`config.mk`:
```
export PLATFORM = sky130hd
export DESIGN_NAME = i2cmsr_top
export DESIGN_NICKNAME = d
export VERILOG_FILES = /design/src/core/i2cmsr_pkg.sv /design/src/core/i2cmsr_sync.sv /design/src/core/i2cmsr_rategen.sv /design/src/core/i2cmsr_top.sv
export SDC_FILE = /design/constraint.sdc
export NUM_CORES = 1
export LEC_CHECK = 0
export BUFFER_PORTS_ARGS = -buffer_cell sky130_fd_sc_hd__buf_4
export CORE_MARGIN = 5
export CORE_UTILIZATION = 50
export CTS_CLUSTER_DIAMETER = 100
export DETAILED_ROUTE_END_ITERATION = 12
export PLACE_DENSITY_LB_ADDON = 0.2
export SLEW_MARGIN = 0
export SYNTH_ARGS = -nofsm -noshare
export SYNTH_HDL_FRONTEND = slang
export SYNTH_SLANG_ARGS = --single-unit
```
`constraint.sdc`:
```
create_clock -name aclk -period 4.6 [get_ports aclk]
set_clock_uncertainty 0.2 [all_clocks]
set_input_delay 0.92 -clock aclk [delete_from_list [all_inputs] [get_ports aclk]]
set_output_delay 0.92 -clock aclk [all_outputs]
set_load 0.02 [all_outputs]
```
`src/core/i2cmsr_pkg.sv`:
```
package i2cmsr_pkg;
  // ==========================================================
  // register indices (byte address = 4 * index)
  localparam logic [7:0] IDX_STATUS   = 8'h13;
  localparam logic [7:0] IDX_CONTROL2 = 8'h14;
  localparam logic [7:0] IDX_CONTROL1 = 8'h15;
  localparam logic [7:0] IDX_BUFFER   = 8'h16;
  localparam logic [7:0] IDX_ADDRRATE = 8'h17;
  localparam logic [7:0] IDX_FLAGS    = 8'h18;
  // ==========================================================
  // status field positions
  localparam int ST_SAMPLE_PHASE = 7;
  localparam int ST_CLOCK_EDGE   = 6;
  localparam int ST_DATA_ADDR    = 5;
  localparam int ST_STOP         = 4;
  localparam int ST_START        = 3;
  localparam int ST_READ_WRITE   = 2;
  localparam int ST_ADDR_UPDATE  = 1;
  localparam int ST_BUFFER_FULL  = 0;
  // ==========================================================
  // control two field positions
  localparam int C2_START_EN   = 0;
  localparam int C2_RSTART_EN  = 1;
  localparam int C2_STOP_EN    = 2;
  localparam int C2_RECEIVE_EN = 3;
  localparam int C2_ACK_EN     = 4;
  localparam int C2_LOW_BITS   = 5;
  // ==========================================================
  // control one field positions
  localparam int C1_I2C_MODE   = 0;
  localparam int C1_SLAVE_MODE = 1;
  localparam int C1_POLARITY   = 4;
  localparam int C1_PORT_EN    = 5;
  // ==========================================================
  // flags field positions
  localparam int FL_BUS_COLL   = 0;
  localparam int FL_WRITE_COLL = 1;
  localparam int FL_OVERFLOW   = 2;
  localparam int FL_PORT_INT   = 3;
  // ==========================================================
  // reset values and misc
  localparam logic [7:0] RST_REG      = 8'h00;
  localparam logic [2:0] BITS_PER_BYTE = 3'h7;
  localparam logic [1:0] RESP_OKAY    = 2'h0;
  localparam logic [1:0] RESP_SLVERR  = 2'h2;
endpackage

```
`src/core/i2cmsr_sync.sv`:
```
`timescale 1ns/10ps
`default_nettype none
module i2cmsr_sync (
  input  wire logic aclk,
  input  wire logic aresetn,
  input  wire logic ce,
  input  wire logic async_in,
  output logic      sync_out
);
  logic stage1;

  // ==========================================================
  // two-flop synchroniser, idle level of the bus is high
  always_ff @(posedge aclk) begin
    if (!aresetn) begin
      stage1   <= 1'b1;
      sync_out <= 1'b1;
    end else if (ce) begin
      stage1   <= async_in;
      sync_out <= stage1;
    end
  end
endmodule
`default_nettype wire

```
`src/core/i2cmsr_rategen.sv`:
```
`timescale 1ns/10ps
`default_nettype none
module i2cmsr_rategen (
  input  wire logic       aclk,
  input  wire logic       aresetn,
  input  wire logic       ce,
  input  wire logic       load,
  input  wire logic       stop,
  input  wire logic [6:0] reload,
  output logic            expire
);
  logic [6:0] count;
  logic       running;

  // ==========================================================
  // reload counter: expires every reload+1 cycles while running
  always_ff @(posedge aclk) begin
    if (!aresetn) begin
      count   <= 7'h00;
      running <= 1'b0;
    end else if (ce) begin
      if (stop) begin
        running <= 1'b0;
      end else if (load) begin
        count   <= reload;
        running <= 1'b1;
      end else if (running) begin
        count <= (count == 7'h00) ? reload : count - 7'h01;
      end
    end
  end

  // stop must not gate expire: the sequencer derives stop from expire
  assign expire = ce && running && !load && (count == 7'h00);
endmodule
`default_nettype wire

```
`src/core/i2cmsr_top.sv`:
```
// The AXI4-Lite register port was decided locally.
`timescale 1ns/10ps
`default_nettype none
module i2cmsr_top (
  input  wire logic        aclk,
  input  wire logic        aresetn,
  input  wire logic        ce,
  input  wire logic [31:0] s_axi_awaddr,
  input  wire logic        s_axi_awvalid,
  output logic             s_axi_awready,
  input  wire logic [31:0] s_axi_wdata,
  input  wire logic [3:0]  s_axi_wstrb,
  input  wire logic        s_axi_wvalid,
  output logic             s_axi_wready,
  output logic [1:0]       s_axi_bresp,
  output logic             s_axi_bvalid,
  input  wire logic        s_axi_bready,
  input  wire logic [31:0] s_axi_araddr,
  input  wire logic        s_axi_arvalid,
  output logic             s_axi_arready,
  output logic [31:0]      s_axi_rdata,
  output logic [1:0]       s_axi_rresp,
  output logic             s_axi_rvalid,
  input  wire logic        s_axi_rready,
  input  wire logic        scl_in,
  output logic             scl_out,
  output logic             scl_oe_n,
  input  wire logic        sda_in,
  output logic             sda_out,
  output logic             sda_oe_n,
  input  wire logic        transmit_busy,
  input  wire logic        transmit_full,
  input  wire logic        slave_read_write,
  input  wire logic        address_update_needed,
  output logic             spi_sample_at_end,
  output logic             spi_transmit_rising,
  output logic             slew_control_on,
  output logic             port_idle,
  output logic             port_interrupt_flag,
  output logic             bus_collision_flag
);
  typedef enum logic [2:0] {
    ST_IDLE, ST_START_CHECK, ST_START_HOLD, ST_RX_LOW, ST_RX_HIGH
  } i2cmsr_state_e;

  i2cmsr_state_e state;
  logic [7:0]    status_hi;
  logic [5:0]    control_two;
  logic [7:0]    control_one;
  logic [7:0]    data_buffer;
  logic [7:0]    address_or_rate_reg;
  logic [7:0]    shift_register;
  logic [2:0]    bit_count;
  logic          data_address;
  logic          stop_seen;
  logic          start_seen;
  logic          buffer_full;
  logic          write_collision_flag;
  logic          receive_overflow_flag;
  logic          scl_drive;
  logic          sda_drive;
  logic          scl_s;
  logic          sda_s;
  logic          scl_d;
  logic          sda_d;
  logic          brg_load;
  logic          brg_stop;
  logic          brg_expire;
  logic          aw_held;
  logic          w_held;
  logic [31:0]   aw_addr;
  logic [31:0]   w_data;
  logic [3:0]    w_strb;
  logic          wr_fire;
  logic          rd_fire;
  logic          wr_byte;
  logic          port_enable;
  logic          busy;
  logic          byte_done;
  logic [7:0]    status_read;
  logic [7:0]    flags_read;

  // ==========================================================
  // address decode
  function automatic logic hit(input logic [31:0] addr, input logic [7:0] idx);
    hit = (addr[31:10] == 22'h0) && (addr[9:2] == idx);
  endfunction

  function automatic logic mapped(input logic [31:0] addr);
    mapped = hit(addr, i2cmsr_pkg::IDX_STATUS)   || hit(addr, i2cmsr_pkg::IDX_CONTROL2) ||
             hit(addr, i2cmsr_pkg::IDX_CONTROL1) || hit(addr, i2cmsr_pkg::IDX_BUFFER)   ||
             hit(addr, i2cmsr_pkg::IDX_ADDRRATE) || hit(addr, i2cmsr_pkg::IDX_FLAGS);
  endfunction

  // ==========================================================
  // pin synchronisers and rate generator
  i2cmsr_sync u_scl_sync (
    .aclk     (aclk),
    .aresetn  (aresetn),
    .ce       (ce),
    .async_in (scl_in),
    .sync_out (scl_s)
  );

  i2cmsr_sync u_sda_sync (
    .aclk     (aclk),
    .aresetn  (aresetn),
    .ce       (ce),
    .async_in (sda_in),
    .sync_out (sda_s)
  );

  i2cmsr_rategen u_rategen (
    .aclk    (aclk),
    .aresetn (aresetn),
    .ce      (ce),
    .load    (brg_load),
    .stop    (brg_stop),
    .reload  (address_or_rate_reg[6:0]),
    .expire  (brg_expire)
  );

  // ==========================================================
  // axi4-lite write channel: address and data in either order
  assign s_axi_awready = ce && !aw_held && !s_axi_bvalid;
  assign s_axi_wready  = ce && !w_held && !s_axi_bvalid;
  assign wr_fire       = ce && aw_held && w_held && !s_axi_bvalid;
  assign wr_byte       = wr_fire && w_strb[0];

  always_ff @(posedge aclk) begin
    if (!aresetn) begin
      aw_held      <= 1'b0;
      w_held       <= 1'b0;
      aw_addr      <= 32'h00000000;
      w_data       <= 32'h00000000;
      w_strb       <= 4'h0;
      s_axi_bvalid <= 1'b0;
      s_axi_bresp  <= i2cmsr_pkg::RESP_OKAY;
    end else if (ce) begin
      if (s_axi_awvalid && s_axi_awready) begin
        aw_held <= 1'b1;
        aw_addr <= s_axi_awaddr;
      end
      if (s_axi_wvalid && s_axi_wready) begin
        w_held <= 1'b1;
        w_data <= s_axi_wdata;
        w_strb <= s_axi_wstrb;
      end
      if (wr_fire) begin
        aw_held      <= 1'b0;
        w_held       <= 1'b0;
        s_axi_bvalid <= 1'b1;
        s_axi_bresp  <= mapped(aw_addr) ? i2cmsr_pkg::RESP_OKAY : i2cmsr_pkg::RESP_SLVERR;
      end else if (s_axi_bready) begin
        s_axi_bvalid <= 1'b0;
      end
    end
  end

  // ==========================================================
  // axi4-lite read channel
  assign s_axi_arready = ce && !s_axi_rvalid;
  assign rd_fire       = ce && s_axi_arvalid && s_axi_arready;

  always_ff @(posedge aclk) begin
    if (!aresetn) begin
      s_axi_rvalid <= 1'b0;
      s_axi_rdata  <= 32'h00000000;
      s_axi_rresp  <= i2cmsr_pkg::RESP_OKAY;
    end else if (ce) begin
      if (rd_fire) begin
        s_axi_rvalid <= 1'b1;
        s_axi_rresp  <= mapped(s_axi_araddr) ? i2cmsr_pkg::RESP_OKAY : i2cmsr_pkg::RESP_SLVERR;
        s_axi_rdata  <= 32'h00000000;
        if (hit(s_axi_araddr, i2cmsr_pkg::IDX_STATUS)) begin
          s_axi_rdata[7:0] <= status_read;
        end else if (hit(s_axi_araddr, i2cmsr_pkg::IDX_CONTROL2)) begin
          s_axi_rdata[5:0] <= control_two;
        end else if (hit(s_axi_araddr, i2cmsr_pkg::IDX_CONTROL1)) begin
          s_axi_rdata[7:0] <= control_one;
        end else if (hit(s_axi_araddr, i2cmsr_pkg::IDX_BUFFER)) begin
          s_axi_rdata[7:0] <= data_buffer;
        end else if (hit(s_axi_araddr, i2cmsr_pkg::IDX_ADDRRATE)) begin
          s_axi_rdata[7:0] <= address_or_rate_reg;
        end else if (hit(s_axi_araddr, i2cmsr_pkg::IDX_FLAGS)) begin
          s_axi_rdata[7:0] <= flags_read;
        end
      end else if (s_axi_rready) begin
        s_axi_rvalid <= 1'b0;
      end
    end
  end

  // ==========================================================
  // status and flag views
  assign port_enable = control_one[i2cmsr_pkg::C1_PORT_EN];
  assign busy = (state != ST_IDLE) || transmit_busy;

  always_comb begin
    status_read = status_hi;
    status_read[i2cmsr_pkg::ST_DATA_ADDR] = data_address;
    status_read[i2cmsr_pkg::ST_STOP]      = stop_seen;
    status_read[i2cmsr_pkg::ST_START]     = start_seen;
    status_read[i2cmsr_pkg::ST_READ_WRITE] =
      control_one[i2cmsr_pkg::C1_SLAVE_MODE] ? slave_read_write : transmit_busy;
    status_read[i2cmsr_pkg::ST_ADDR_UPDATE] = address_update_needed;
    status_read[i2cmsr_pkg::ST_BUFFER_FULL] = buffer_full || transmit_full;
    flags_read = 8'h00;
    flags_read[i2cmsr_pkg::FL_BUS_COLL]   = bus_collision_flag;
    flags_read[i2cmsr_pkg::FL_WRITE_COLL] = write_collision_flag;
    flags_read[i2cmsr_pkg::FL_OVERFLOW]   = receive_overflow_flag;
    flags_read[i2cmsr_pkg::FL_PORT_INT]   = port_interrupt_flag;
  end

  assign spi_sample_at_end   = status_hi[i2cmsr_pkg::ST_SAMPLE_PHASE];
  assign slew_control_on     = control_one[i2cmsr_pkg::C1_I2C_MODE] &&
                               !status_hi[i2cmsr_pkg::ST_SAMPLE_PHASE];
  assign spi_transmit_rising = status_hi[i2cmsr_pkg::ST_CLOCK_EDGE] ^
                               control_one[i2cmsr_pkg::C1_POLARITY];
  assign port_idle = !(transmit_busy || (|control_two[4:0]));

  // ==========================================================
  // software registers
  always_ff @(posedge aclk) begin
    if (!aresetn) begin
      status_hi           <= i2cmsr_pkg::RST_REG;
      control_one         <= i2cmsr_pkg::RST_REG;
      address_or_rate_reg <= i2cmsr_pkg::RST_REG;
    end else if (ce && wr_byte) begin
      if (hit(aw_addr, i2cmsr_pkg::IDX_STATUS)) begin
        status_hi <= {w_data[7:6], 6'h00};
      end
      if (hit(aw_addr, i2cmsr_pkg::IDX_CONTROL1)) begin
        control_one <= w_data[7:0];
      end
      if (hit(aw_addr, i2cmsr_pkg::IDX_ADDRRATE)) begin
        address_or_rate_reg <= w_data[7:0];
      end
    end
  end

  // ==========================================================
  // bus condition detector on synchronised lines
  always_ff @(posedge aclk) begin
    if (!aresetn) begin
      scl_d      <= 1'b1;
      sda_d      <= 1'b1;
      start_seen <= 1'b0;
      stop_seen  <= 1'b0;
    end else if (ce) begin
      scl_d <= scl_s;
      sda_d <= sda_s;
      if (!port_enable) begin
        start_seen <= 1'b0;
        stop_seen  <= 1'b0;
      end else if (scl_s && scl_d && sda_d && !sda_s) begin
        start_seen <= 1'b1;
        stop_seen  <= 1'b0;
      end else if (scl_s && scl_d && !sda_d && sda_s) begin
        stop_seen  <= 1'b1;
        start_seen <= 1'b0;
      end
    end
  end

  // ==========================================================
  // master sequencer: start condition and byte reception
  assign byte_done = port_enable && (state == ST_RX_HIGH) && brg_expire &&
                     (bit_count == i2cmsr_pkg::BITS_PER_BYTE);

  always_comb begin
    brg_load = 1'b0;
    brg_stop = 1'b0;
    if (!port_enable) begin
      brg_stop = 1'b1;
    end else if (state == ST_IDLE && wr_byte && hit(aw_addr, i2cmsr_pkg::IDX_CONTROL2)) begin
      brg_load = (w_data[i2cmsr_pkg::C2_START_EN] && scl_s && sda_s) ||
                 (w_data[i2cmsr_pkg::C2_RECEIVE_EN] && !(|control_two[4:0]) && !busy);
    end else if (state == ST_START_CHECK && (!scl_s || !sda_s)) begin
      brg_stop = 1'b1;
    end else if ((state == ST_START_HOLD && brg_expire) || byte_done) begin
      brg_stop = 1'b1;
    end
  end

  always_ff @(posedge aclk) begin
    if (!aresetn) begin
      state              <= ST_IDLE;
      control_two        <= 6'h00;
      scl_drive          <= 1'b0;
      sda_drive          <= 1'b0;
      bit_count          <= 3'h0;
      shift_register     <= 8'h00;
      bus_collision_flag <= 1'b0;
    end else if (ce) begin
      if (wr_byte && hit(aw_addr, i2cmsr_pkg::IDX_FLAGS) && w_data[i2cmsr_pkg::FL_BUS_COLL]) begin
        bus_collision_flag <= 1'b0;
      end
      if (!port_enable) begin
        state       <= ST_IDLE;
        control_two <= 6'h00;
        scl_drive   <= 1'b0;
        sda_drive   <= 1'b0;
      end else begin
        unique case (state)
          ST_IDLE: begin
            if (wr_byte && hit(aw_addr, i2cmsr_pkg::IDX_CONTROL2)) begin
              control_two[5] <= w_data[i2cmsr_pkg::C2_LOW_BITS];
              if (w_data[i2cmsr_pkg::C2_START_EN]) begin
                if (scl_s && sda_s) begin
                  control_two[i2cmsr_pkg::C2_START_EN] <= 1'b1;
                  sda_drive <= 1'b0;
                  state     <= ST_START_CHECK;
                end else begin
                  bus_collision_flag <= 1'b1;
                end
              end else if (w_data[i2cmsr_pkg::C2_RECEIVE_EN]) begin
                if (!(|control_two[4:0]) && !busy) begin
                  control_two[i2cmsr_pkg::C2_RECEIVE_EN] <= 1'b1;
                  scl_drive <= 1'b1;
                  sda_drive <= 1'b0;
                  bit_count <= 3'h0;
                  state     <= ST_RX_LOW;
                end
              end else begin
                control_two[4:0] <= w_data[4:0];
              end
            end
          end
          ST_START_CHECK: begin
            if (!scl_s || !sda_s) begin
              bus_collision_flag <= 1'b1;
              control_two[i2cmsr_pkg::C2_START_EN] <= 1'b0;
              state <= ST_IDLE;
            end else if (brg_expire) begin
              sda_drive <= 1'b1;
              state     <= ST_START_HOLD;
            end
          end
          ST_START_HOLD: begin
            if (brg_expire) begin
              control_two[i2cmsr_pkg::C2_START_EN] <= 1'b0;
              state <= ST_IDLE;
            end
          end
          ST_RX_LOW: begin
            if (brg_expire) begin
              scl_drive <= 1'b0;
              state     <= ST_RX_HIGH;
            end
          end
          ST_RX_HIGH: begin
            if (brg_expire) begin
              scl_drive      <= 1'b1;
              shift_register <= {shift_register[6:0], sda_s};
              bit_count      <= bit_count + 3'h1;
              if (bit_count == i2cmsr_pkg::BITS_PER_BYTE) begin
                control_two[i2cmsr_pkg::C2_RECEIVE_EN] <= 1'b0;
                state <= ST_IDLE;
              end else begin
                state <= ST_RX_LOW;
              end
            end
          end
        endcase
      end
    end
  end

  // ==========================================================
  // buffer, full flag, overflow, write collision, interrupt flag
  always_ff @(posedge aclk) begin
    if (!aresetn) begin
      data_buffer           <= 8'h00;
      buffer_full           <= 1'b0;
      data_address          <= 1'b0;
      write_collision_flag  <= 1'b0;
      receive_overflow_flag <= 1'b0;
      port_interrupt_flag   <= 1'b0;
    end else if (ce) begin
      if (wr_byte && hit(aw_addr, i2cmsr_pkg::IDX_FLAGS)) begin
        if (w_data[i2cmsr_pkg::FL_WRITE_COLL]) write_collision_flag <= 1'b0;
        if (w_data[i2cmsr_pkg::FL_OVERFLOW]) receive_overflow_flag <= 1'b0;
        if (w_data[i2cmsr_pkg::FL_PORT_INT]) port_interrupt_flag <= 1'b0;
      end
      if (rd_fire && hit(s_axi_araddr, i2cmsr_pkg::IDX_BUFFER)) begin
        buffer_full <= 1'b0;
      end
      if (wr_byte && hit(aw_addr, i2cmsr_pkg::IDX_BUFFER)) begin
        if (state != ST_IDLE) begin
          write_collision_flag <= 1'b1;
        end else begin
          data_buffer <= w_data[7:0];
        end
      end
      if (state == ST_START_HOLD && brg_expire) begin
        data_address <= 1'b0;
      end
      if (byte_done) begin
        port_interrupt_flag <= 1'b1;
        data_address        <= 1'b1;
        if (buffer_full) begin
          receive_overflow_flag <= 1'b1;
        end else begin
          data_buffer <= {shift_register[6:0], sda_s};
          buffer_full <= 1'b1;
        end
      end
    end
  end

  // ==========================================================
  // open-drain pins: drive low with enable low
  assign scl_out  = 1'b0;
  assign sda_out  = 1'b0;
  assign scl_oe_n = !scl_drive;
  assign sda_oe_n = !sda_drive;
endmodule
`default_nettype wire

```
==> reports/qor.txt <==
STA
---------------------------------------------------------------------------------
Share of the clock period used by the worst path after layout               0.685
Pins over their slew limit                                                      0
Slew margin rel.                                                            0.329
Setup repair after global routing missed its margin                         false
Time the worst path needs with I/O delays and setup                       3.15 ns
Final TNS setup                                                              0 ns
Setup violation total in the final timing report                                0
Final hold viol count                                                           0
F_max                                                                     317 MHz
Transition at the pin with the smallest max-transition slack              1.01 ns

GLOBAL ROUTING
---------------------------------------------------------------------------------
Congestion Overflow GR                                                          0
Global routing usage summed across all routing layers                       0.229
Pin count of the biggest net entering global routing                           48
Number of antenna violations at the first check in global routing               0
Via count of the first global-routing pass                                  5,399
Wire length of the first global-routing pass                            27,000 um

SYNTH
---------------------------------------------------------------------------------
Fraction of synthesized cell area taken by the top area cell type           0.395
Sequential share of the synthesized area                                    0.395
Flop and latch count out of synthesis                                         122
Dominant register cell in the synthesized netlist                    sky130_fd_sc_hd__dfxtp_1
Number of enable flip-flop cells after synthesis                                0
Dominant cells by area after synthesis                               sky130_fd_sc_hd__dfxtp_1 (40%), sky130_fd_sc_hd__nand2_1 (8.4%), sky130_fd_sc_hd__a21oi_1 (6.5%), sky130_fd_sc_hd__mux2i_1 (5.7%), sky130_fd_sc_hd__nor2_1 (3.8%)
Mean instance size in the synthesized netlist                            7.97 um2
Top cell type by total area after synthesis                          sky130_fd_sc_hd__dfxtp_1
Area of the mapped netlist                                               6180 um2
Fraction of synthesis flops using an asynchronous set or reset pin              0
Number of warning messages in the yosys log                                     0
Number of library cell types mapped by synthesis                               71
Instance count of the mapped netlist                                          775

POWER AND IR DROP
---------------------------------------------------------------------------------
Switching Fraction                                                          0.231
Static leakage                                                            3.01 nW
P_int                                                                     2.12 mW
Power density over the cells                                           365 nW/um2
Total power after layout                                                  2.76 mW
Worst-case vdd ir drop                                                     230 uV
Combinational group share of total power                                    0.085
Portion of total power attributed to sequential cells                       0.402
Net switching power of the design                                        0.638 mW
Clock share of power                                                        0.514

LAYOUT
---------------------------------------------------------------------------------
Fill cell instance count of the final layout                                1,025
Share of layout cells above drive strength 1                                0.194
Leading cell types in the layout, fill and taps excluded             sky130_fd_sc_hd__nand2_1 (139), sky130_fd_sc_hd__dfxtp_1 (122), sky130_fd_sc_hd__buf_4 (110), sky130_fd_sc_hd__a21oi_1 (80), sky130_fd_sc_hd__nor2_1 (62)
Leading cell type in the layout, fill and taps excluded              sky130_fd_sc_hd__nand2_1
Number of flip-flops under the largest register name                           30
Antenna Diode Count                                                             0
Area growth, synth to finish                                                22.4%
Net total in the final layout                                                 975
Register with the most flip-flops                                         aw_addr

DRT
---------------------------------------------------------------------------------
Post-DR wirelength/cell                                                   16.4 um
Pre-Repair DR Iteration Count                                                   5
Final ANT Viol Nets                                                             0
DRC errors left                                                                 0
Routed wire length                                                      17,000 um
Count of vias placed by the detailed router                                 5,874
Vias per Instance                                                            5.66
First DRT Iteration DRCs                                                      377

FLOORPLAN
---------------------------------------------------------------------------------
Core Region                                                            12,100 um2
Placement Rows                                                                 40
Initial Utilization                                                         0.512
Top-level I/O count                                                           165
Die area                                                               14,700 um2
X dimension of the die                                                     121 um
DIE HEIGHT                                                                 121 um

CRITICAL PATH
---------------------------------------------------------------------------------
Worst R2R Start                                                      control_one[5]
Type of origin of the critical path                                          flop
Critical path class                                                  flop to flop
Launching instance or port of the critical path                      control_one[5]
Cell count of the worst reg-to-reg path                                         6
Reg2Reg Capture Point                                                u_rategen.count[5]
Maximum fanout count along the critical path                                   26
End point of the critical path                                       u_rategen.count[5]
Data required time of the worst path                                      4.74 ns
Data arrival time at the worst-slack endpoint                             3.29 ns
Nature of the critical path endpoint                                         flop
R2R setup slack                                                           1.45 ns

PLACEMENT
---------------------------------------------------------------------------------
Placed wire-length estimate                                             12,400 um
Final weighted congestion in routability-driven placement                   0.880
Total of buffers placed on input and output ports                             105

CLOCK TREE
---------------------------------------------------------------------------------
Post-CTS Resized                                                                0
Sinks on Clock Net                                                            122
Post-cts hold buffer count                                                      0
Clk root buf                                                         sky130_fd_sc_hd__clkbuf_16
Number of buffers added for setup after CTS                                     0
Number of CTS-inserted buffers                                                 17
Source-to-sink clock delay at the later pin of the worst-skew pair        0.42 ns
Buffers from clock root to sink, at most                                        2
Max H-tree Level                                                                4
TritonCTS clock tree                                                        built
Worst-path clk slew                                                       0.05 ns

OUTCOME
---------------------------------------------------------------------------------
Status                                                               complete, no violations

FLOW RUN
---------------------------------------------------------------------------------
Number of max-cap violations                                                    0

MIN PATH
---------------------------------------------------------------------------------
Type of the tightest min-delay check                                 flop to flop

Yosys cell counts, drive strengths merged, types with 5 or more instances:
cell type	n
or4	5
nor3	12
o21ai	37
nor4b	5
a31oi	7
mux2i	35
a211oi	7
nor2	62
nand2	139
clkbuf	40
a21oi	80
nand4	15
o211ai	8
nor4	19
nand3b	6
nand3	17
and2	6
or2	5
buf	34
nand2b	10
inv	19
dfxtp	122
a221oi	5
nor2b	5
or3	12
worst min path at each step:
stage                        start        endpoint  slack [ns]  cells past startpoint
floorplan           control_two[5]  control_two[5]        0.23                      2
global placement        aw_addr[6]      aw_addr[6]        0.24                      2
detailed placement  s_axi_rdata[1]  s_axi_rdata[1]        0.25                      2
CTS                    aw_addr[24]     aw_addr[24]        0.26                      2
global route           aw_addr[24]     aw_addr[24]        0.27                      2
finish                 aw_addr[24]     aw_addr[24]        0.26                      2
cell type report:
| type | instances | area (um2) | area share |
|---|---|---|---|
| clock buffers | 20 | 467 | 0.0617 |
| clock inverters | 11 | 169 | 0.0223 |
| inverters | 20 | 75.1 | 0.00992 |
| multi-input cells | 586 | 3380 | 0.446 |
| flip-flops and latches | 122 | 2440 | 0.323 |
| well taps | 168 | 210 | 0.0278 |
| repair buffers | 110 | 826 | 0.109 |
kinds of logic after synthesis:
logic type | after synthesis | synth area share
and+or+nand+nor | 328 | 0.260
AOI/OAI and AO/OA | 185 | 0.189
DFF | 122 | 0.395
buffers and inverters | 94 | 0.0769
muxes | 39 | 0.0676
adders and majority gates | 4 | 0.00810
xor gates and xnor gates | 2 | 0.00284
other | 1 | 0.000607
worst max-delay path: stages, from the launching register on:
cell                       delay [ns]
sky130_fd_sc_hd__dfxtp_1         0.91
sky130_fd_sc_hd__nor4b_1         0.47
sky130_fd_sc_hd__nand3_1         0.23
sky130_fd_sc_hd__nor4_4          0.49
sky130_fd_sc_hd__o21bai_2        0.24
sky130_fd_sc_hd__or2_1           0.33
sky130_fd_sc_hd__o22ai_1         0.19
stage by stage:
stage                     cells   util  hold slack [ns]  area [um2]  worst slack (ns)
after floorplan             802      -            0.229        6280              1.43
after global placement     1006  0.574            0.244        6930              1.21
after detailed placement   1006  0.574            0.251        6930              1.18
after CTS                  1037  0.627            0.259        7560              1.50
after global routing       1037  0.627            0.265        7560              1.26
final                      1037  0.627            0.256        7560              1.45
per-layer routing:
layer	GRT usage	vias up	wire [um]
met5	0	-	0
met4	0.0875	0	444
met2	0.361	249	7960
met3	0.0480	34	1300
met1	0.310	2713	7320
li1	-	2878	-
power groups by stage:
stage / clock network, mW / registers, mW / logic (mW)
2_1_floorplan: 0 / 1.13 / 0.154
3_3_place_gp: 0 / 1.13 / 0.228
3_5_place_dp: 0 / 1.13 / 0.232
4_1_cts: 1.44 / 1.11 / 0.234
5_1_grt: 1.49 / 1.11 / 0.257
6_report: 1.42 / 1.11 / 0.234
(Power assumes the default switching activity.)
